[src/core_pkg.sv]
// package: constants, carrier types and opcode decode for the core register/arith slice
// Functional notes
// RULE1 - 8-bit main operand register, reset zero, source and target of most ops
// RULE2 - 8-bit second operand register, reset zero, free scratch storage otherwise
// RULE3 - stack in DATA grows upward; store bumps pointer then writes new location
// RULE4 - stack pointer resets to 0x07, first stacked byte lands at 0x08
// RULE5 - direct address below 0x80 is DATA, 0x80 and above is SFR
// RULE6 - indirect address comes from bank register 0 or 1, reaches 0xFF
// RULE7 - register form picks one of eight current-bank registers by low opcode bits
// RULE8 - page target replaces low 11 bits of the following instruction address
// RULE9 - relative target adds signed byte to following instruction address
// RULE10 - long call and jump carry a full 16-bit destination
// RULE11 - immediate forms take an 8-bit constant, pointer load a 16-bit one
// RULE12 - writes to the flags word set flags exactly as written; the parity bit still reads as main operand parity
// RULE13 - add opcodes 0x24-0x2F with their lengths and cycle counts
// RULE14 - add-with-carry opcodes 0x34-0x3F with lengths and cycle counts
// RULE15 - subtract-with-borrow opcodes 0x94-0x9F with lengths and cycle counts
// RULE16 - AND into main operand, opcodes 0x54-0x5F
// RULE17 - AND into direct byte, 0x52 (2 bytes, 3 cycles), 0x53 (3 bytes, 4 cycles)
// RULE18 - OR into main operand, opcodes 0x44-0x4F
// RULE19 - OR into direct byte, 0x42 (2 bytes, 3 cycles), 0x43 (3 bytes, 4 cycles)
// RULE20 - XOR into main operand, opcodes 0x64-0x6F
// RULE21 - XOR main operand into direct byte, 0x62, 2 bytes, 3 cycles
// RULE22 - XOR immediate into direct byte, 0x63, 3 bytes, 4 cycles
// RULE23 - two-bit bank select in flags word maps banks onto eight-byte DATA regions
// RULE24 - next fetch waits until the instruction's cycle count has elapsed
// RULE25 - uncovered opcodes go to remaining decode, no state changed here
package core_pkg;

  // ----------------------------------------------------------------
  // sfr map and reset values
  // ----------------------------------------------------------------
  localparam logic [7:0] SP_ADDR = 8'h81;
  localparam logic [7:0] FLAGS_ADDR = 8'hD0;
  localparam logic [7:0] ACC_ADDR = 8'hE0;
  localparam logic [7:0] SECOND_ADDR = 8'hF0;
  localparam logic [7:0] SP_RESET = 8'h07;
  localparam logic [7:0] ACC_RESET = 8'h00;
  localparam logic [7:0] SECOND_RESET = 8'h00;
  localparam logic [7:0] FLAGS_RESET = 8'h00;
  localparam logic [15:0] PC_RESET = 16'h0000;

  // ----------------------------------------------------------------
  // flags word fields and page target width
  // ----------------------------------------------------------------
  localparam int CY_BIT = 7;
  localparam int AC_BIT = 6;
  localparam int BANK_HI = 4;
  localparam int BANK_LO = 3;
  localparam int OV_BIT = 2;
  localparam int PAR_BIT = 0;
  localparam int PAGE_BITS = 11;

  // ----------------------------------------------------------------
  // opcode groups
  // ----------------------------------------------------------------
  localparam logic [3:0] HI_ADD = 4'h2;
  localparam logic [3:0] HI_SUM_WITH_CARRY_OP = 4'h3;
  localparam logic [3:0] HI_DIFFERENCE_WITH_BORROW_OP = 4'h9;
  localparam logic [3:0] HI_AND = 4'h5;
  localparam logic [3:0] HI_OR = 4'h4;
  localparam logic [3:0] HI_XOR = 4'h6;
  localparam logic [3:0] LO_DIR_A = 4'h2;
  localparam logic [3:0] LO_DIR_IMM = 4'h3;
  localparam logic [3:0] LO_IMM = 4'h4;
  localparam logic [3:0] LO_DIR = 4'h5;
  localparam logic [2:0] LO_IND = 3'h3;

  // ----------------------------------------------------------------
  // lengths and cycle counts
  // ----------------------------------------------------------------
  localparam logic [1:0] LEN1 = 2'h1;
  localparam logic [1:0] LEN2 = 2'h2;
  localparam logic [1:0] LEN3 = 2'h3;
  localparam logic [2:0] CYC1 = 3'h1;
  localparam logic [2:0] CYC2 = 3'h2;
  localparam logic [2:0] CYC3 = 3'h3;
  localparam logic [2:0] CYC4 = 3'h4;
  localparam logic [2:0] HANDOFF_CNT = 3'h3;

  typedef enum logic [2:0] {OP_ADD, OP_SUM_WITH_CARRY_OP, OP_DIFFERENCE_WITH_BORROW_OP, OP_AND, OP_OR, OP_XOR} alu_op_type;
  typedef enum logic [2:0] {M_REG, M_IND, M_DIR, M_IMM, M_DIR_A, M_DIR_IMM} mode_type;
  typedef enum logic {S_EXEC, S_OTHER} state_type;

  typedef struct packed {
    logic hit;
    alu_op_type op;
    mode_type mode;
    logic [1:0] len;
    logic [2:0] cycles;
  } decode_type;

  typedef struct packed {
    logic rd;
    logic wr;
    logic sfr;
    logic [7:0] addr;
    logic [7:0] wdata;
  } mem_req_type;

  typedef struct packed {
    logic [7:0] res;
    logic cy;
    logic ac;
    logic ov;
  } alu_out_type;

  typedef struct packed {
    logic [15:0] page_branch_target;
    logic [15:0] rel_short;
    logic [15:0] rel_long;
    logic [15:0] long_branch_target;
    logic [15:0] immediate_word;
  } branch_type;

  function automatic decode_type decode(input logic [7:0] opc);
    decode_type d;
    logic arith;
    logic lgc;
    arith = (opc[7:4] == HI_ADD) || (opc[7:4] == HI_SUM_WITH_CARRY_OP) || (opc[7:4] == HI_DIFFERENCE_WITH_BORROW_OP);
    lgc = (opc[7:4] == HI_AND) || (opc[7:4] == HI_OR) || (opc[7:4] == HI_XOR);
    d = '{hit: 1'b0, op: OP_ADD, mode: M_REG, len: LEN1, cycles: CYC1};
    case (opc[7:4])
      HI_SUM_WITH_CARRY_OP: d.op = OP_SUM_WITH_CARRY_OP;
      HI_DIFFERENCE_WITH_BORROW_OP: d.op = OP_DIFFERENCE_WITH_BORROW_OP;
      HI_AND: d.op = OP_AND;
      HI_OR: d.op = OP_OR;
      HI_XOR: d.op = OP_XOR;
      default: d.op = OP_ADD;
    endcase
    if (opc[3]) begin
      d.hit = arith || lgc;
    end else if (opc[3:1] == LO_IND) begin
      d = '{hit: arith || lgc, op: d.op, mode: M_IND, len: LEN1, cycles: CYC2};
    end else if (opc[3:0] == LO_DIR) begin
      d = '{hit: arith || lgc, op: d.op, mode: M_DIR, len: LEN2, cycles: CYC2};
    end else if (opc[3:0] == LO_IMM) begin
      d = '{hit: arith || lgc, op: d.op, mode: M_IMM, len: LEN2, cycles: CYC2};
    end else if (opc[3:0] == LO_DIR_A) begin
      d = '{hit: lgc, op: d.op, mode: M_DIR_A, len: LEN2, cycles: CYC3};
    end else if (opc[3:0] == LO_DIR_IMM) begin
      d = '{hit: lgc, op: d.op, mode: M_DIR_IMM, len: LEN3, cycles: CYC4};
    end
    return d;
  endfunction : decode

endpackage : core_pkg

[src/alu_unit.sv]
// arithmetic and logic unit for the core slice
`timescale 1ns/1ps
`default_nettype none
module alu_unit (
  // operation and operands
  input wire core_pkg::alu_op_type op,
  input wire logic [7:0] a,
  input wire logic [7:0] b,
  input wire logic cy_in,
  // result and flags
  output var core_pkg::alu_out_type out
);

  logic cin;
  logic [8:0] full;
  logic [4:0] nib;

  always_comb begin
    cin = (op == core_pkg::OP_ADD) ? 1'b0 : cy_in;
    full = 9'h000;
    nib = 5'h00;
    out = '0;
    case (op)
      core_pkg::OP_ADD, core_pkg::OP_SUM_WITH_CARRY_OP: begin
        full = 9'({1'b0, a} + {1'b0, b} + {8'h00, cin});
        nib = 5'({1'b0, a[3:0]} + {1'b0, b[3:0]} + {4'h0, cin});
        out.res = full[7:0];
        out.cy = full[8];
        out.ac = nib[4];
        out.ov = (a[7] == b[7]) && (full[7] != a[7]);
      end
      core_pkg::OP_DIFFERENCE_WITH_BORROW_OP: begin
        // borrow shows as the ninth bit of the difference
        full = 9'({1'b0, a} - {1'b0, b} - {8'h00, cin});
        nib = 5'({1'b0, a[3:0]} - {1'b0, b[3:0]} - {4'h0, cin});
        out.res = full[7:0];
        out.cy = full[8];
        out.ac = nib[4];
        out.ov = (a[7] != b[7]) && (full[7] != a[7]);
      end
      core_pkg::OP_AND: out.res = a & b;
      core_pkg::OP_OR: out.res = a | b;
      core_pkg::OP_XOR: out.res = a ^ b;
      default: out.res = a;
    endcase
  end

endmodule : alu_unit
`default_nettype wire

[src/branch_target.sv]
// branch and immediate word target computation from captured instruction bytes
`timescale 1ns/1ps
`default_nettype none
module branch_target (
  // captured instruction
  input wire logic [15:0] pc,
  input wire logic [7:0] opcode,
  input wire logic [7:0] byte1,
  input wire logic [7:0] byte2,
  // targets
  output var core_pkg::branch_type tgt
);

  logic [15:0] next2;
  logic [15:0] next3;

  always_comb begin
    next2 = 16'(pc + 16'h0002);
    next3 = 16'(pc + 16'h0003);
    // page stays that of the following instruction [RULE8]
    tgt.page_branch_target = {next2[15:core_pkg::PAGE_BITS], opcode[7:5], byte1};
    // signed offset from the following instruction [RULE9]
    tgt.rel_short = 16'(next2 + {{8{byte1[7]}}, byte1});
    tgt.rel_long = 16'(next3 + {{8{byte2[7]}}, byte2});
    tgt.long_branch_target = {byte1, byte2}; // [RULE10]
    tgt.immediate_word = {byte1, byte2}; // [RULE11]
  end

endmodule : branch_target
`default_nettype wire

[src/core_slice.sv]
// core slice: operand registers, stack pointer, flags word and arith/logic execution
`timescale 1ns/1ps
`default_nettype none
module core_slice (
  // clock and reset
  input wire logic sys_clk,
  input wire logic resetn,
  // program memory, read data valid in the same cycle
  output logic [15:0] code_addr,
  input wire logic [7:0] code_rdata,
  // data and sfr space, read data valid in the same cycle
  output var core_pkg::mem_req_type mem_req,
  input wire logic [7:0] mem_rdata,
  // hand-off to the remaining decode logic
  output logic other_valid,
  output logic [7:0] other_opcode,
  input wire logic other_done,
  input wire logic [15:0] other_next_pc,
  output var core_pkg::branch_type branch,
  // stack store from the remaining logic
  input wire logic push_valid,
  input wire logic [7:0] push_byte,
  // sfr port for the remaining logic
  input wire logic sfr_wr,
  input wire logic [7:0] sfr_addr,
  input wire logic [7:0] sfr_wdata,
  output logic [7:0] sfr_rdata
);

  // ----------------------------------------------------------------
  // state
  // ----------------------------------------------------------------
  core_pkg::state_type state_q;
  core_pkg::state_type state_d;
  logic [15:0] pc_q;
  logic [15:0] pc_d;
  logic [2:0] cnt_q;
  logic [2:0] cnt_d;
  logic [7:0] opc_q;
  logic [7:0] opc_d;
  logic [7:0] addr_q;
  logic [7:0] addr_d;
  logic [7:0] mem_q;
  logic [7:0] mem_d;
  logic [7:0] res_q;
  logic [7:0] res_d;
  logic [7:0] byte1_q;
  logic [7:0] byte1_d;
  logic [7:0] byte2_q;
  logic [7:0] byte2_d;
  logic [7:0] main_operand_reg_q;
  logic [7:0] main_operand_reg_d;
  logic [7:0] second_operand_reg_q;
  logic [7:0] second_operand_reg_d;
  logic [7:0] stack_pointer_q;
  logic [7:0] stack_pointer_d;
  logic [7:0] flags_word_q;
  logic [7:0] flags_word_d;

  // ----------------------------------------------------------------
  // decode and access helpers
  // ----------------------------------------------------------------
  logic [7:0] cur_opc;
  core_pkg::decode_type cur_dec;
  logic last;
  logic [1:0] bank_select_field;
  logic [7:0] flags_view;
  logic [8:0] req_int;
  logic [8:0] port_int;
  logic [7:0] rdata;
  core_pkg::mem_req_type req;
  logic [7:0] alu_a;
  logic [7:0] alu_b;
  core_pkg::alu_out_type alu;
  logic int_wr;
  logic [7:0] int_addr;
  logic [7:0] int_data;

  // returns {hit, value} for the registers held in this slice
  function automatic logic [8:0] int_read(input logic [7:0] a, input logic [7:0] acc,
                                          input logic [7:0] sec, input logic [7:0] sp,
                                          input logic [7:0] flg);
    logic [8:0] r;
    r = 9'h000;
    case (a)
      core_pkg::SP_ADDR: r = {1'b1, sp};
      core_pkg::FLAGS_ADDR: r = {1'b1, flg};
      core_pkg::ACC_ADDR: r = {1'b1, acc};
      core_pkg::SECOND_ADDR: r = {1'b1, sec};
      default: r = 9'h000;
    endcase
    return r;
  endfunction : int_read

  assign cur_opc = (cnt_q == 3'h0) ? code_rdata : opc_q;
  assign cur_dec = core_pkg::decode(cur_opc);
  assign last = (cnt_q == 3'(cur_dec.cycles - 3'h1)); // [RULE24]
  assign bank_select_field = flags_word_q[core_pkg::BANK_HI:core_pkg::BANK_LO];
  // parity always follows the main operand; a written parity bit does not stick
  assign flags_view = {flags_word_q[7:1], ^main_operand_reg_q};
  assign code_addr = 16'(pc_q + {13'h0000, cnt_q});
  assign other_valid = (state_q == core_pkg::S_OTHER) && (cnt_q == core_pkg::HANDOFF_CNT);
  assign other_opcode = opc_q;

  // ----------------------------------------------------------------
  // data space request
  // ----------------------------------------------------------------
  always_comb begin
    req = '0;
    if (state_q == core_pkg::S_OTHER) begin
      if (push_valid) begin
        // store goes to the already incremented location [RULE3]
        req.wr = 1'b1;
        req.addr = 8'(stack_pointer_q + 8'h01);
        req.wdata = push_byte;
      end
    end else if (cur_dec.hit) begin
      case (cur_dec.mode)
        core_pkg::M_REG: begin
          req.rd = 1'b1;
          req.addr = {3'h0, bank_select_field, cur_opc[2:0]}; // [RULE7] [RULE23]
        end
        core_pkg::M_IND: begin
          req.rd = 1'b1;
          if (cnt_q == 3'h0) begin
            req.addr = {3'h0, bank_select_field, 2'h0, cur_opc[0]}; // [RULE6]
          end else begin
            req.addr = addr_q; // full DATA range, never sfr [RULE6]
          end
        end
        core_pkg::M_DIR, core_pkg::M_DIR_A, core_pkg::M_DIR_IMM: begin
          if (cnt_q == 3'h1) begin
            req.rd = 1'b1;
            req.addr = code_rdata;
            req.sfr = code_rdata[7]; // [RULE5]
          end else if (last && cur_dec.mode != core_pkg::M_DIR) begin
            req.wr = 1'b1;
            req.addr = addr_q;
            req.sfr = addr_q[7]; // [RULE5]
            req.wdata = res_q;
          end
        end
        default: req = '0;
      endcase
    end
  end

  assign req_int = int_read(req.addr, main_operand_reg_q, second_operand_reg_q,
                            stack_pointer_q, flags_view);
  assign port_int = int_read(sfr_addr, main_operand_reg_q, second_operand_reg_q,
                             stack_pointer_q, flags_view);
  assign rdata = (req.sfr && req_int[8]) ? req_int[7:0] : mem_rdata;
  assign sfr_rdata = port_int[7:0];

  // slice-held registers are never put on the outer data port
  always_comb begin
    mem_req = req;
    if (req.sfr && req_int[8]) begin
      mem_req.rd = 1'b0;
      mem_req.wr = 1'b0;
    end
  end

  // ----------------------------------------------------------------
  // operand selection and alu
  // ----------------------------------------------------------------
  always_comb begin
    alu_a = main_operand_reg_q;
    alu_b = rdata;
    case (cur_dec.mode)
      core_pkg::M_IMM: alu_b = code_rdata; // [RULE11]
      // direct byte combined with the main operand, not with itself
      core_pkg::M_DIR_A: alu_b = rdata;
      core_pkg::M_DIR_IMM: begin
        alu_a = mem_q;
        alu_b = code_rdata;
      end
      default: alu_a = main_operand_reg_q;
    endcase
  end

  alu_unit u_alu (
    .op(cur_dec.op),
    .a(alu_a),
    .b(alu_b),
    .cy_in(flags_word_q[core_pkg::CY_BIT]),
    .out(alu)
  );

  branch_target u_branch (
    .pc(pc_q),
    .opcode(opc_q),
    .byte1(byte1_q),
    .byte2(byte2_q),
    .tgt(branch)
  );

  // ----------------------------------------------------------------
  // next state
  // ----------------------------------------------------------------
  always_comb begin
    state_d = state_q;
    pc_d = pc_q;
    cnt_d = cnt_q;
    opc_d = opc_q;
    addr_d = addr_q;
    mem_d = mem_q;
    res_d = res_q;
    byte1_d = byte1_q;
    byte2_d = byte2_q;
    main_operand_reg_d = main_operand_reg_q;
    second_operand_reg_d = second_operand_reg_q;
    stack_pointer_d = stack_pointer_q;
    flags_word_d = flags_word_q;
    int_wr = 1'b0;
    int_addr = sfr_addr;
    int_data = sfr_wdata;
    case (state_q)
      core_pkg::S_EXEC: begin
        if (cnt_q == 3'h0) begin
          opc_d = code_rdata;
        end
        if (!cur_dec.hit) begin
          // nothing architectural changes here for foreign opcodes [RULE25]
          state_d = core_pkg::S_OTHER;
          cnt_d = 3'h1;
        end else begin
          if (cur_dec.mode == core_pkg::M_IND && cnt_q == 3'h0) begin
            addr_d = rdata;
          end
          if (cnt_q == 3'h1) begin
            addr_d = (cur_dec.mode == core_pkg::M_IND) ? addr_q : code_rdata;
            mem_d = rdata;
          end
          if ((cur_dec.mode == core_pkg::M_DIR_A && cnt_q == 3'h1) ||
              (cur_dec.mode == core_pkg::M_DIR_IMM && cnt_q == 3'h2)) begin
            res_d = alu.res; // [RULE17] [RULE19] [RULE21] [RULE22]
          end
          if (last && cur_dec.mode inside {core_pkg::M_REG, core_pkg::M_IND,
                                           core_pkg::M_DIR, core_pkg::M_IMM}) begin
            // [RULE13] [RULE14] [RULE15] [RULE16] [RULE18] [RULE20]
            main_operand_reg_d = alu.res; // [RULE1]
            if (cur_dec.op inside {core_pkg::OP_ADD, core_pkg::OP_SUM_WITH_CARRY_OP, core_pkg::OP_DIFFERENCE_WITH_BORROW_OP}) begin
              flags_word_d[core_pkg::CY_BIT] = alu.cy;
              flags_word_d[core_pkg::AC_BIT] = alu.ac;
              flags_word_d[core_pkg::OV_BIT] = alu.ov;
            end
          end
          if (req.wr && req.sfr && req_int[8]) begin
            int_wr = 1'b1;
            int_addr = req.addr;
            int_data = req.wdata;
          end
          if (last) begin
            // the next opcode is fetched only after the full count [RULE24]
            pc_d = 16'(pc_q + {14'h0000, cur_dec.len});
            cnt_d = 3'h0;
          end else begin
            cnt_d = 3'(cnt_q + 3'h1);
          end
        end
      end
      core_pkg::S_OTHER: begin
        // gather two operand bytes, then hand the instruction over
        if (cnt_q == 3'h1) begin
          byte1_d = code_rdata;
        end
        if (cnt_q == 3'h2) begin
          byte2_d = code_rdata;
        end
        if (cnt_q != core_pkg::HANDOFF_CNT) begin
          cnt_d = 3'(cnt_q + 3'h1);
        end else if (other_done) begin
          state_d = core_pkg::S_EXEC;
          pc_d = other_next_pc;
          cnt_d = 3'h0;
        end
        int_wr = sfr_wr;
        if (push_valid) begin
          stack_pointer_d = 8'(stack_pointer_q + 8'h01); // [RULE3]
        end
      end
      default: begin
        state_d = core_pkg::S_EXEC;
        cnt_d = 3'h0;
      end
    endcase
    // sfr writes land after arithmetic so a written flags word wins
    if (int_wr) begin
      case (int_addr)
        core_pkg::SP_ADDR: stack_pointer_d = int_data;
        core_pkg::FLAGS_ADDR: flags_word_d = int_data; // [RULE12]
        core_pkg::ACC_ADDR: main_operand_reg_d = int_data; // [RULE1]
        core_pkg::SECOND_ADDR: second_operand_reg_d = int_data; // [RULE2]
        default: flags_word_d = flags_word_d;
      endcase
    end
  end

  // ----------------------------------------------------------------
  // registers
  // ----------------------------------------------------------------
  always_ff @(posedge sys_clk) begin
    if (!resetn) begin
      state_q <= core_pkg::S_EXEC;
      pc_q <= core_pkg::PC_RESET;
      cnt_q <= 3'h0;
      opc_q <= 8'h00;
      addr_q <= 8'h00;
      mem_q <= 8'h00;
      res_q <= 8'h00;
      byte1_q <= 8'h00;
      byte2_q <= 8'h00;
      main_operand_reg_q <= core_pkg::ACC_RESET; // [RULE1]
      second_operand_reg_q <= core_pkg::SECOND_RESET; // [RULE2]
      stack_pointer_q <= core_pkg::SP_RESET; // [RULE4]
      flags_word_q <= core_pkg::FLAGS_RESET;
    end else begin
      state_q <= state_d;
      pc_q <= pc_d;
      cnt_q <= cnt_d;
      opc_q <= opc_d;
      addr_q <= addr_d;
      mem_q <= mem_d;
      res_q <= res_d;
      byte1_q <= byte1_d;
      byte2_q <= byte2_d;
      main_operand_reg_q <= main_operand_reg_d;
      second_operand_reg_q <= second_operand_reg_d;
      stack_pointer_q <= stack_pointer_d;
      flags_word_q <= flags_word_d;
    end
  end

endmodule : core_slice
`default_nettype wire

[config.mk]
export PLATFORM = sky130hd
export DESIGN_NAME = core_slice
export DESIGN_NICKNAME = d
export VERILOG_FILES = /design/src/core_pkg.sv /design/src/alu_unit.sv /design/src/branch_target.sv /design/src/core_slice.sv
export SDC_FILE = /design/constraint.sdc
export NUM_CORES = 1
export LEC_CHECK = 0
export BUFFER_PORTS_ARGS = -buffer_cell sky130_fd_sc_hd__buf_2
export CAP_MARGIN = 20
export CORE_MARGIN = 10
export CORE_UTILIZATION = 55
export CTS_BUF_LIST = sky130_fd_sc_hd__clkbuf_4 sky130_fd_sc_hd__clkbuf_8
export DETAILED_ROUTE_END_ITERATION = 6
export PLACE_DENSITY = 0.79
export SLEW_MARGIN = 20
export SYNTH_ARGS = -nofsm -noshare
export SYNTH_HDL_FRONTEND = slang
export SYNTH_SLANG_ARGS = --single-unit
[constraint.sdc]
create_clock -name sys_clk -period 11.35 [get_ports sys_clk]
set_input_delay 1.7025 -clock sys_clk [delete_from_list [all_inputs] [get_ports sys_clk]]
set_output_delay 1.7025 -clock sys_clk [all_outputs]
set_load 0.01 [all_outputs]
Word-level counts from Yosys, hierarchy flattened:

Cells that the tools add are included.

* reductions and logical operators: 36
* equality and inequality tests: 49
* add/sub/neg operators: 17
* mux-type cells: 80
* bitwise operators: 4

Operator list (number)
* $mux W8: 27
* $eq A8 B8 Y1 const B: 12
* $mux W16: 6
* $mux W12: 5
* $pmux W8 S5: 1
* $pmux W9 S4: 1
* $add A16 B16 Y16: 2
* $add A16 B2 Y16 const B: 2
* $pmux W16 S2: 1
* $pmux W8 S4: 1
* $pmux W8 S3: 1
* $eq A3 B2 Y1 const B: 7
* $eq A4 B3 Y1 const B: 5
* $mux W19: 1
* $mux W18: 1
* $mux W1: 17
* $add A16 B2 Y16: 1
* $add A16 B3 Y16: 1
* $eq A4 B2 Y1 const B: 4
* $pmux W3 S5: 1
* $eq A3 B3 Y1 const B: 4
* $mux W2: 6
* $mux W3: 4
* $pmux W3 S2: 2
* other kinds (37): 73

* bits of input ports: 61
* bits in registers: 100
* logic and storage cells: 200

Longest topological paths before layout:

Gate-level depths: netlist of run 1.

* depth in word-level cells: 35
* depth in mapped cells: 35
* depth with buffers taken out: 30

By module:

Synthesis of run 1 repeated with hierarchy kept, for this count alone.

* cells, all modules: 1335
* area total of the unflattened synthesis: 10513.8 µm²

By module, submodules not included
* core_slice: area an instance 6989.2 µm², cells each 882, times used 1
* branch_target: area an instance 2120.8 µm², cells each 264, times used 1
* alu_unit: area an instance 1403.8 µm², cells each 189, times used 1

Least setup slack after synthesis of run 1:

No wires, ideal clock.

* kind: input to register
* start: in code_rdata[3]
* end: reg flags_word_q[2]
* path slack: 3.585 ns
* required time: 11.220 ns
* stages: 28
* buffers on the path: 3
* data arrival time: 7.635 ns
* setup time: 0.130 ns
* cell sequence: nor4b_1 -> a21oi_2 -> nor2_2 -> a21oi_1 -> ha_1 -> xor2_1 -> nand2_1 -> mux2_2 -> buf_4 -> nor4_1 -> a211oi_2 -> inv_2 -> and3_1 -> buf_6 -> o21ai_2 -> or3_1 -> buf_2 -> o21a_1 -> fa_1 -> ha_1 -> a311o_1 -> a311o_1 -> a31o_2 -> mux2_2 -> nor3_1 -> and4b_1 -> o221ai_1 -> mux2i_1

RTL lines
* start, declared: RTL line core_slice.sv:10 `input wire logic [7:0] code_rdata,`
* end signal, assigned: RTL line core_slice.sv:317 `flags_word_q <= core_pkg::FLAGS_RESET;`
* end signal, assigned: RTL line core_slice.sv:331 `flags_word_q <= flags_word_d;`
* end, declared: RTL line core_slice.sv:57 `logic [7:0] flags_word_q;`

Final worst setup path of run 1:

* start: reg cnt_q[1]
* end: reg flags_word_q[2]

* longest elaborated chain between the ends: 33
* elaborated cells on any way between the ends: 97
* classes of those cells: add/sub: 5; eq/ne: 30; mux: 42; reduce/logical: 20

Ends and longest elaborated chain
* start, declared: RTL line core_slice.sv:37 `logic [2:0] cnt_q;`
* start signal, assigned: RTL line core_slice.sv:321 `cnt_q <= cnt_d;`
* $logic_not A3 Y1: RTL line core_slice.sv:95, core_slice.sv:125
* $mux W8
* $eq A4 B2 Y1: RTL line core_pkg.sv:141 `end else if (opc[3:0] == LO_DIR_IMM) begin`
* $mux W12: RTL line core_pkg.sv:141
* $mux W12: RTL line core_pkg.sv:139 `end else if (opc[3:0] == LO_DIR_A) begin`
* $mux W12: RTL line core_pkg.sv:137 `end else if (opc[3:0] == LO_IMM) begin`
* $mux W12: RTL line core_pkg.sv:135 `end else if (opc[3:0] == LO_DIR) begin`
* $mux W12: RTL line core_pkg.sv:133 `end else if (opc[3:1] == LO_IND) begin`
* (+17 left out)
* $logic_and A1 B1 Y1 (on tied branches): RTL line alu_unit.sv:39, alu_unit.sv:30
* $pmux W3 S2: RTL line alu_unit.sv:23 `case (op)`
* $mux W1: RTL line core_slice.sv:243 `if (cur_dec.op inside {core_pkg::OP_ADD, core_pkg::OP_SUM_WITH_CARRY_OP, core_pkg::OP_DIFFERENCE_WITH_BORROW_O ...`
* $mux W1: RTL line core_slice.sv:239 `if (last && cur_dec.mode inside {core_pkg::M_REG, core_pkg::M_IND,`
* $mux W1: RTL line core_slice.sv:223 `if (!cur_dec.hit) begin`
* $mux W1: RTL line core_slice.sv:218 `case (state_q)`
* $mux W8: RTL line core_slice.sv:290 `case (int_addr)`
* $mux W8 (*): RTL line core_slice.sv:289 `if (int_wr) begin`

Mark *: on every way between the ends. The rest lies on a longest branch, timed or not.
A chain may end at the register's enable or synchronous reset.

==> results.md, run 1 <==
Placed design:
- The count of input and output buffers is 192.
- The congestion estimate from routability-driven global placement came to 0.968.
- In this run the cell area measured after placement is 11,000 µm².
- Summed over all nets, the half-perimeter wirelength after detailed placement is 26.6 mm.
- At the placement stage, the worst setup path has a slack of 2.20 ns.

Synth:
- The total number of yosys warnings is 0.
- Yosys mapped a number of flops with a built-in enable equal to 0.
- The synthesized area is 10,200 µm².
- The proportion of register bits with asynchronous set or reset after synthesis is 0%.
- The post-synthesis cell type count is 89.
- The post-synthesis sequential element count is 99.
- Synthesis produced a netlist whose cell count is 1,314.
- The post-synth net total is 1,470.
- After synthesis, flip-flops and latches occupy 19.4% of the total area.
- The dominant synthesized flop cell is dfxtp_1.
- The mean area per synthesized cell is 7.76 µm².

Timing:
- The final number of hold-violating endpoints was 0.
- The highest clock rate is 113 MHz.
- The count of final max-slew check failures is 0.
- The final worst-path setup slack is 2.48 ns.
- The accumulated negative setup slack is 0 ns.
- For the final database, setup skew stands at 0.0149 ns.
- The headroom to the max-slew limit is 28.3%.
- The number of failing setup endpoints in the final timing report is 0.
- The post-route clock period utilization is 78.1%.
- The final period demand of the worst path is 8.87 ns.
- Setup repair after global routing left no endpoint under its margin.
- At the pin with the least slew margin, the transition time is 1.07 ns.

Clock network:
- The total CTS buffers is 9.
- The post-CTS setup buffer count is 0.
- The number of hold buffers added after cts is 0.
- The clock slew seen by the registers of the worst setup and hold paths is 0.12 ns.
- TritonCTS built the clock tree.
- For this design, the sink count on the clock tree is 99.
- The root buffer cell is clkbuf_8.
- The number of levels in the clock H-tree is 3.
- The clock insertion delay at the later pin of the skew report is 0.40 ns.
- The maximum count of clock buffers along a single path is 2.
- The count of cells resized by post-cts repair is 0.

Worst setup path:
- In this run the critical register-to-register path is launched from cnt_q[1].
- The critical path ends at flags_word_q[2].
- Among all stages on the critical path, the largest delay is contributed by nor2b_1.
- The reg-to-reg setup timing slack is 2.48 ns.
- Data arrives at the worst endpoint at 9.15 ns.
- The maximum fanout count along the critical path is 19.
- STA classifies the critical path endpoint as a register.
- The required time at the worst-slack endpoint is 11.63 ns.
- The worst setup path is launched from a register.
- The critical path runs through a total of 27 cells.
- The cell family contributing the most delay on the critical path is simple AND/OR/NAND/NOR gates.
- The worst setup path category is reg2reg.
- The stage delay of the slowest cell on the critical path is 0.75 ns.
- The timing startpoint of the critical path is cnt_q[1].
- The cell with the most instances on the worst path is ha_1.
- The reg-to-reg endpoint is flags_word_q[2].
- The number of cells on the worst reg-to-reg path is 27.
- The worst path buffer plus inverter count is 2.

Power and ir drop:
- The analysis attributes to cell leakage a power of 0.00516 µW.
- In this run the power density over the cells is 137 nW/µm².
- The completed layout was analyzed and its total power is 1540 µW.
- The peak ir drop on the vdd network is 0.000125 V.

Floorplan:
- The row count is 49.
- In this run the horizontal extent of the chip is 156 µm.
- The top-level port count is 193.
- The full die area is 24,400 µm².
- In this run the vertical extent of the chip is 156 µm.
- The initial utilization of the core area, before any placement, comes to 56.4%.
- The total area inside the core boundary comes to 18,100 µm².

Cells and area:
- Summing all non-filler instances in the final layout gives an area of 11,200 µm².
- The most flop-heavy register is pc_q.
- The flip-flop count of the largest register, all copies and words added is 16.
- The area growth from synthesis to layout is 9.78%.
- The number of diodes added for antenna fixing is 0.
- The final net count is 1,577.
- The number of fill cells in the layout is 1,656.
- The post-route netlist has 20.1% of its cells at a drive strength greater than 1.

Route:
- The post-route DRC violation count is 0.
- Once detail routing completed, the nets flagged for antenna violations numbered 0.
- The pre-antenna-repair detailed-routing pass consisted of 6 iterations.
- The via density per instance is 6.20.
- The routed layout has 10,300 vias.
- The aggregate routed wire length is 33.8 mm.
- The detail-routed net length per standard cell is 20.4 µm.
- The first routing iteration left 906 violations.

Global routing:
- The met1 routing resource usage after global routing is 33.0%.
- The first-pass GRT wire length is 53.2 mm.
- Entering global routing, the biggest net connects 56 pins.
- The global-route track usage on met2 is 45.6%.
- The number of antenna violations at the first check in global routing is 0.
- The total global-route track usage is 26.8%.
- The via count of the first global-routing pass is 9,794.
- met2 is the most crowded layer.
- For met3 alone, demand over resource in global routing was 4.38%.
- The total congestion overflow after global routing is 0.

Job:
- The reported max-cap violation count is 0.

Run status:
- The flow ran to the end, and the final reports show no timing, DRC or antenna violations.

Worst hold path:
- In this run the worst hold path is classified as reg2reg.
- The number of instances on the worst hold path is 2.
## kinds of logic (layout without fill, tap and decap cells)
logic type | after synthesis | in the layout | synth area share [%]
xor gates and xnor gates | 89 | 89 | 7.65
adders and majority gates | 95 | 95 | 12.2
buffers and inverters | 182 | 294 | 8.36
muxes | 85 | 85 | 8.86
DFF | 99 | 99 | 19.4
AOI/OAI and AO/OA | 358 | 358 | 24.3
and+or+nand+nor | 406 | 406 | 19.2
## power breakdown
group	switching, µW	internal (µW)	leakage, µW
clock	156	87.5	0.000102
sequential	53.5	379	0.000803
combinational	527	333	0.00426
total	737	799	0.00516
## synthesized netlist by cell type (all sizes together) (4+ instances only)
master     n  share of area [%]
or3        4               0.25
nand3     33                1.7
and3      14               0.86
a21oi     75                3.8
a21o      10               0.74
o22ai      5               0.31
a221oi    11               0.94
clkbuf    63                2.3
xor2      29                2.5
ha        87                 11
mux2      26                2.9
a211oi    16                1.2
dfxtp     99                 19
a22o      18                1.5
a31o       6               0.52
nand2    132                4.9
nor2b     18                1.1
nand4      5               0.37
o21bai     9               0.66
xnor2     60                5.2
or2        9               0.55
o21a      11               0.81
nor4      10               0.82
o2111ai    5               0.43
nor2     116                4.3
mux2i     59                5.9
o211ai    18                1.3
a22oi     28                2.1
inv       74                2.7
a31oi     19                1.3
and2      12               0.74
nor3      33                1.9
o21ai     75                3.7
fa         8                1.6
a311oi    10               0.86
nand2b     4               0.32
buf       45                3.3
a32oi     10               0.86
## cell type report
cell class,count,area [µm²],share of cell area [%]
multi-input cells,1033,7390,66.0
flip-flops and latches,99,1980,17.7
repair buffers,204,1050,9.39
well taps,229,287,2.56
inverters,74,278,2.48
clock buffers,9,124,1.11
clock inverters,7,78.8,0.704
## metal layers
| layer | share of wire (%) | routed length [µm] | vias to the layer above |
|---|---|---|---|
| li1 | - | - | 4912 |
| met1 | 41 | 14000 | 4832 |
| met2 | 47 | 16000 | 445 |
| met3 | 8.0 | 2700 | 70 |
| met4 | 3.5 | 1170 | 0 |
| met5 | 0 | 0 | - |
## worst register-to-register path: stages, from the launching register on
cell      delay [ns]
dfxtp_1         0.40
inv_1           0.16
ha_1            0.36
nor2b_1         0.75
mux2i_4         0.54
nor2_2          0.17
a21oi_1         0.19
ha_1            0.25
xor2_1          0.17
nand2_1         0.07
mux2_2          0.40
nor4_1          0.37
a211oi_2        0.12
inv_2           0.15
and3_1          0.63
o21ai_2         0.38
or3_1           0.63
o21a_1          0.31
fa_1            0.49
ha_1            0.34
a311o_1         0.32
a311o_1         0.32
a31o_2          0.29
mux2_2          0.30
nor3_1          0.18
and4b_1         0.22
o221ai_1        0.17
mux2i_1         0.10
## how the worst min path moves through the flow
stage | start | end
4_1_cts | second_operand_reg_q[2] | second_operand_reg_q[2]
3_5_place_dp | mem_q[5] | mem_q[5]
2_1_floorplan | mem_q[7] | mem_q[7]
3_3_place_gp | mem_q[0] | mem_q[0]
6_report | second_operand_reg_q[5] | second_operand_reg_q[5]
5_1_grt | second_operand_reg_q[1] | second_operand_reg_q[1]
## placed cells by master (no fill, tap or decap), drive strengths merged, types with 33 or more instances in the layout
master	n
o21ai	75
nor2	116
nor3	33
xnor2	60
a21oi	75
buf	204
ha	87
dfxtp	99
nand3	33
inv	76
nand2	132
mux2i	59
## through the flow
stage          std cells  hold WS, ns  util [%]
6_report            1655        0.486      61.9
3_5_place_dp        1639        0.460      60.8
3_3_place_gp        1639        0.450      60.8
4_1_cts             1655        0.484      61.9
2_1_floorplan       1314        0.430         -
5_1_grt             1655        0.514      61.9
No activity file was read; power rests on OpenSTA's default activity.
==> run 2: changes to the inputs <==
- clock period: 11.35 -> 9.2 ns (I/O delays scaled with it)
==> run 2 against run 1 <==
  * Final cell count increased by 0.18%
  * Combinational power increased by 23%
  * Global-route usage increased by 0.64 points
  * Register-to-register slack got worse by 1.5 ns
  * Count of clock-buffer cells in the layout unchanged
  * Hold slack got worse by 0.0030 ns
  * Flip-flop and latch count unchanged
  * Total power increased by 25%
  * Sequential power increased by 24%
  * Maximum frequency increased by 7.5%
  * Sequential share of layout area about the same
  * Highest routed layer unchanged
==> results.md, run 2 (same netlist as run 1, synthesis figures left out) <==
Run status:
- The flow ran to the end, and the final reports show no timing, DRC or antenna violations.

Route:
- For this run, design rule violations remaining after detail routing come to 0.
- In the final routed layout, each cell accounts on average for 20.7 µm.
- In this run the remaining antenna-violating nets after routing total 0.
- The first-pass iteration count of the detailed router is 6.
- The vias after detailed routing is 10,200.
- The aggregate routed wire length is 34.3 mm.
- The detailed router finished its first iteration with 770 violations.
- The via density per instance is 6.17.

Cells and area:
- The finished cells cover 11,200 µm².
- The top cell types in the final layout, fill and taps aside, are 192 x buf_2, 132 x nand2_1, 115 x nor2_1, 98 x dfxtp_1, 87 x ha_1.
- More flip-flops sit in one register than any other, and that register is pc_q.
- The register with the most flip-flops in the layout has 16 of them.
- The utilization after layout is 62.1%.
- The most frequent standard cell in the layout excluding fill and tap cells is buf_2.
- The share of final-layout standard cells stronger than drive strength 1 is 20.2%.
- Compared with the post-synthesis result, the final layout area differs by 10.1%.
- At the end of the flow, the number of nets in the layout was 1,579.

Clock network:
- Counting along the longest clock path gives a buffer depth of 2.
- The total CTS buffers is 9.
- Clock-pin slew was measured on the worst setup and hold paths at 0.11 ns.
- Once the clock tree was built, the resizer swapped 0 gates to a different size.
- For this design, the sink count on the clock tree is 99.
- The root buffer cell is clkbuf_8.
- For this design, the CTS-stage hold fixing added 0 buffers.
- The clock insertion delay at the later pin of the skew report is 0.40 ns.
- The H-tree was split into 3 levels.
- TritonCTS built the clock tree.
- The post-CTS setup buffer count is 0.

Floorplan:
- For this design the top-level I/O count stands at 193.
- The initial core utilization is 56.4%.
- After floorplanning, the core was divided into 49 placement rows.
- The floorplan step set the die width to 156 µm.
- The die covers 24,400 µm².
- The height of the die is 156 µm.
- The placeable core region is 18,100 µm².

Power and ir drop:
- Net switching is 47.3% of the power.
- The clock network accounts for 16.7% of the total power.
- Summed over all cells, the static leakage comes to 0.00518 µW.
- The overall power is 1920 µW.
- Combinational logic burns 55.2% of the power.
- VDD sags by at most 0.000113 V.
- The power density over the cells is 171 nW/µm².
- The total net switching power is 907 µW.
- The internal power summed over all cells is 1010 µW.
- The share of power burned in registers is 28.1%.

Global routing:
- The first global-routing pass estimated 54.4 mm of wire.
- The via count of the first global-routing pass was 10,100.
- The total global-route track usage is 27.4%.
- The number of antenna violations at the first check in global routing is 0.
- The total congestion overflow after global routing is 0.
- The largest net degree at the start of global routing is 57.

Timing:
- The final number of hold-violating endpoints was 0.
- Dividing the final minimum period by the clock period gives 89.7%.
- The headroom to the max-slew limit is 20.0%.
- The final clock skew is 0.0217 ns.
- The routed design could run at a clock period as short as 8.25 ns.
- At the pin with the least slew margin, the transition time is 1.19 ns.
- Setup repair after global routing left no endpoint under its margin.
- The number of failing setup endpoints in the final timing report is 0.
- The highest clock rate is 121 MHz.
- The count of final max-slew check failures is 0.
- In the final timing run, aggregate negative setup slack is 0 ns.

Worst setup path:
- By startpoint and endpoint, the worst setup path is classified as reg2reg.
- The startpoint class of the critical path is a register.
- In this design, the largest share of critical-path delay is due to simple AND/OR/NAND/NOR gates.
- The worst path buffer plus inverter count is 1.
- The stage delay of the slowest cell on the critical path is 0.71 ns.
- Across all register-to-register paths, the minimum setup slack is 0.95 ns.
- The largest individual stage delay along the critical path comes from the cell nor2b_1.
- The startpoint of the worst-slack reg-to-reg timing path is cnt_q[1].
- The cell with the most instances on the worst path is ha_1.
- At the worst endpoint, the arrival time is 8.53 ns.
- The worst setup path is captured at a register.
- In this run the worst path has a maximum fanout of 12.
- The reg-to-reg endpoint is flags_word_q[2].
- The required time at the worst-slack endpoint is 9.48 ns.
- The worst register-to-register path has a depth of 26.

Worst hold path:
- The class of the most critical hold timing path is reg2reg.
- The startpoint identified for the worst hold timing path is mem_q[2].
- The number of instances on the worst hold path is 2.
- The hold path endpoint is mem_q[2].

Placed design:
- In this run the cell area measured after placement is 11,000 µm².
- The congestion estimate from routability-driven global placement came to 0.976.
- After legalization and detailed placement, the total HPWL measured 27.1 mm.
- The count of input and output buffers is 192.

Job:
- The tool flagged a number of max-cap violations equal to 0.
[run 2: worst min-delay path, delay by kind of cell (launching register included)]
family         cells  cell delay [ns]
flip-flops         1             0.34
AO/OA/AOI/OAI      2             0.11
[run 2: per-layer routing]
| metal | share of wire, % | up-vias | track usage, % |
|---|---|---|---|
| li1 | - | 4910 | - |
| met1 | 41 | 4784 | 33.1 |
| met2 | 47 | 447 | 45.9 |
| met3 | 7.7 | 91 | 5.51 |
| met4 | 4.4 | 0 | 12.8 |
| met5 | 0 | - | 0 |
[run 2: area by class of cell]
cell class / instances / area (µm²)
antenna: 1 / 2.50
clock buffer: 9 / 124
clock inverter: 7 / 92.6
fill: 1702 / 6860
inverter: 74 / 278
multi-input combinational: 1033 / 7390
sequential: 99 / 1980
tap: 229 / 287
timing repair buffer: 206 / 1070
[run 2: power by group through the flow]
stage / clock (µW) / sequential [µW] / combinational, µW
5_1_grt: 342 / 546 / 1170
6_report: 320 / 539 / 1060
3_3_place_gp: 0 / 546 / 1040
4_1_cts: 322 / 537 / 1050
2_1_floorplan: 0 / 518 / 783
3_5_place_dp: 0 / 547 / 1050
[run 2: how the worst max path moves through the flow]
stage,from,endpoint,slack [ns],cells after the start
floorplan,code_rdata[3],flags_word_q[2],1.76,28
global placement,code_rdata[3],main_operand_reg_q[6],1.05,28
detailed placement,code_rdata[3],flags_word_q[2],0.92,25
CTS,cnt_q[1],flags_word_q[2],1.03,26
global route,cnt_q[1],main_operand_reg_q[6],0.34,29
finish,cnt_q[1],flags_word_q[2],0.95,26
[run 2: metrics by stage]
| step | hold WS (ns) | cells | worst slack, ns |
|---|---|---|---|
| 2_1_floorplan | 0.430 | 1314 | 1.76 |
| 3_3_place_gp | 0.449 | 1641 | 1.05 |
| 3_5_place_dp | 0.458 | 1641 | 0.918 |
| 4_1_cts | 0.483 | 1657 | 1.03 |
| 5_1_grt | 0.507 | 1657 | 0.343 |
| 6_report | 0.483 | 1658 | 0.951 |
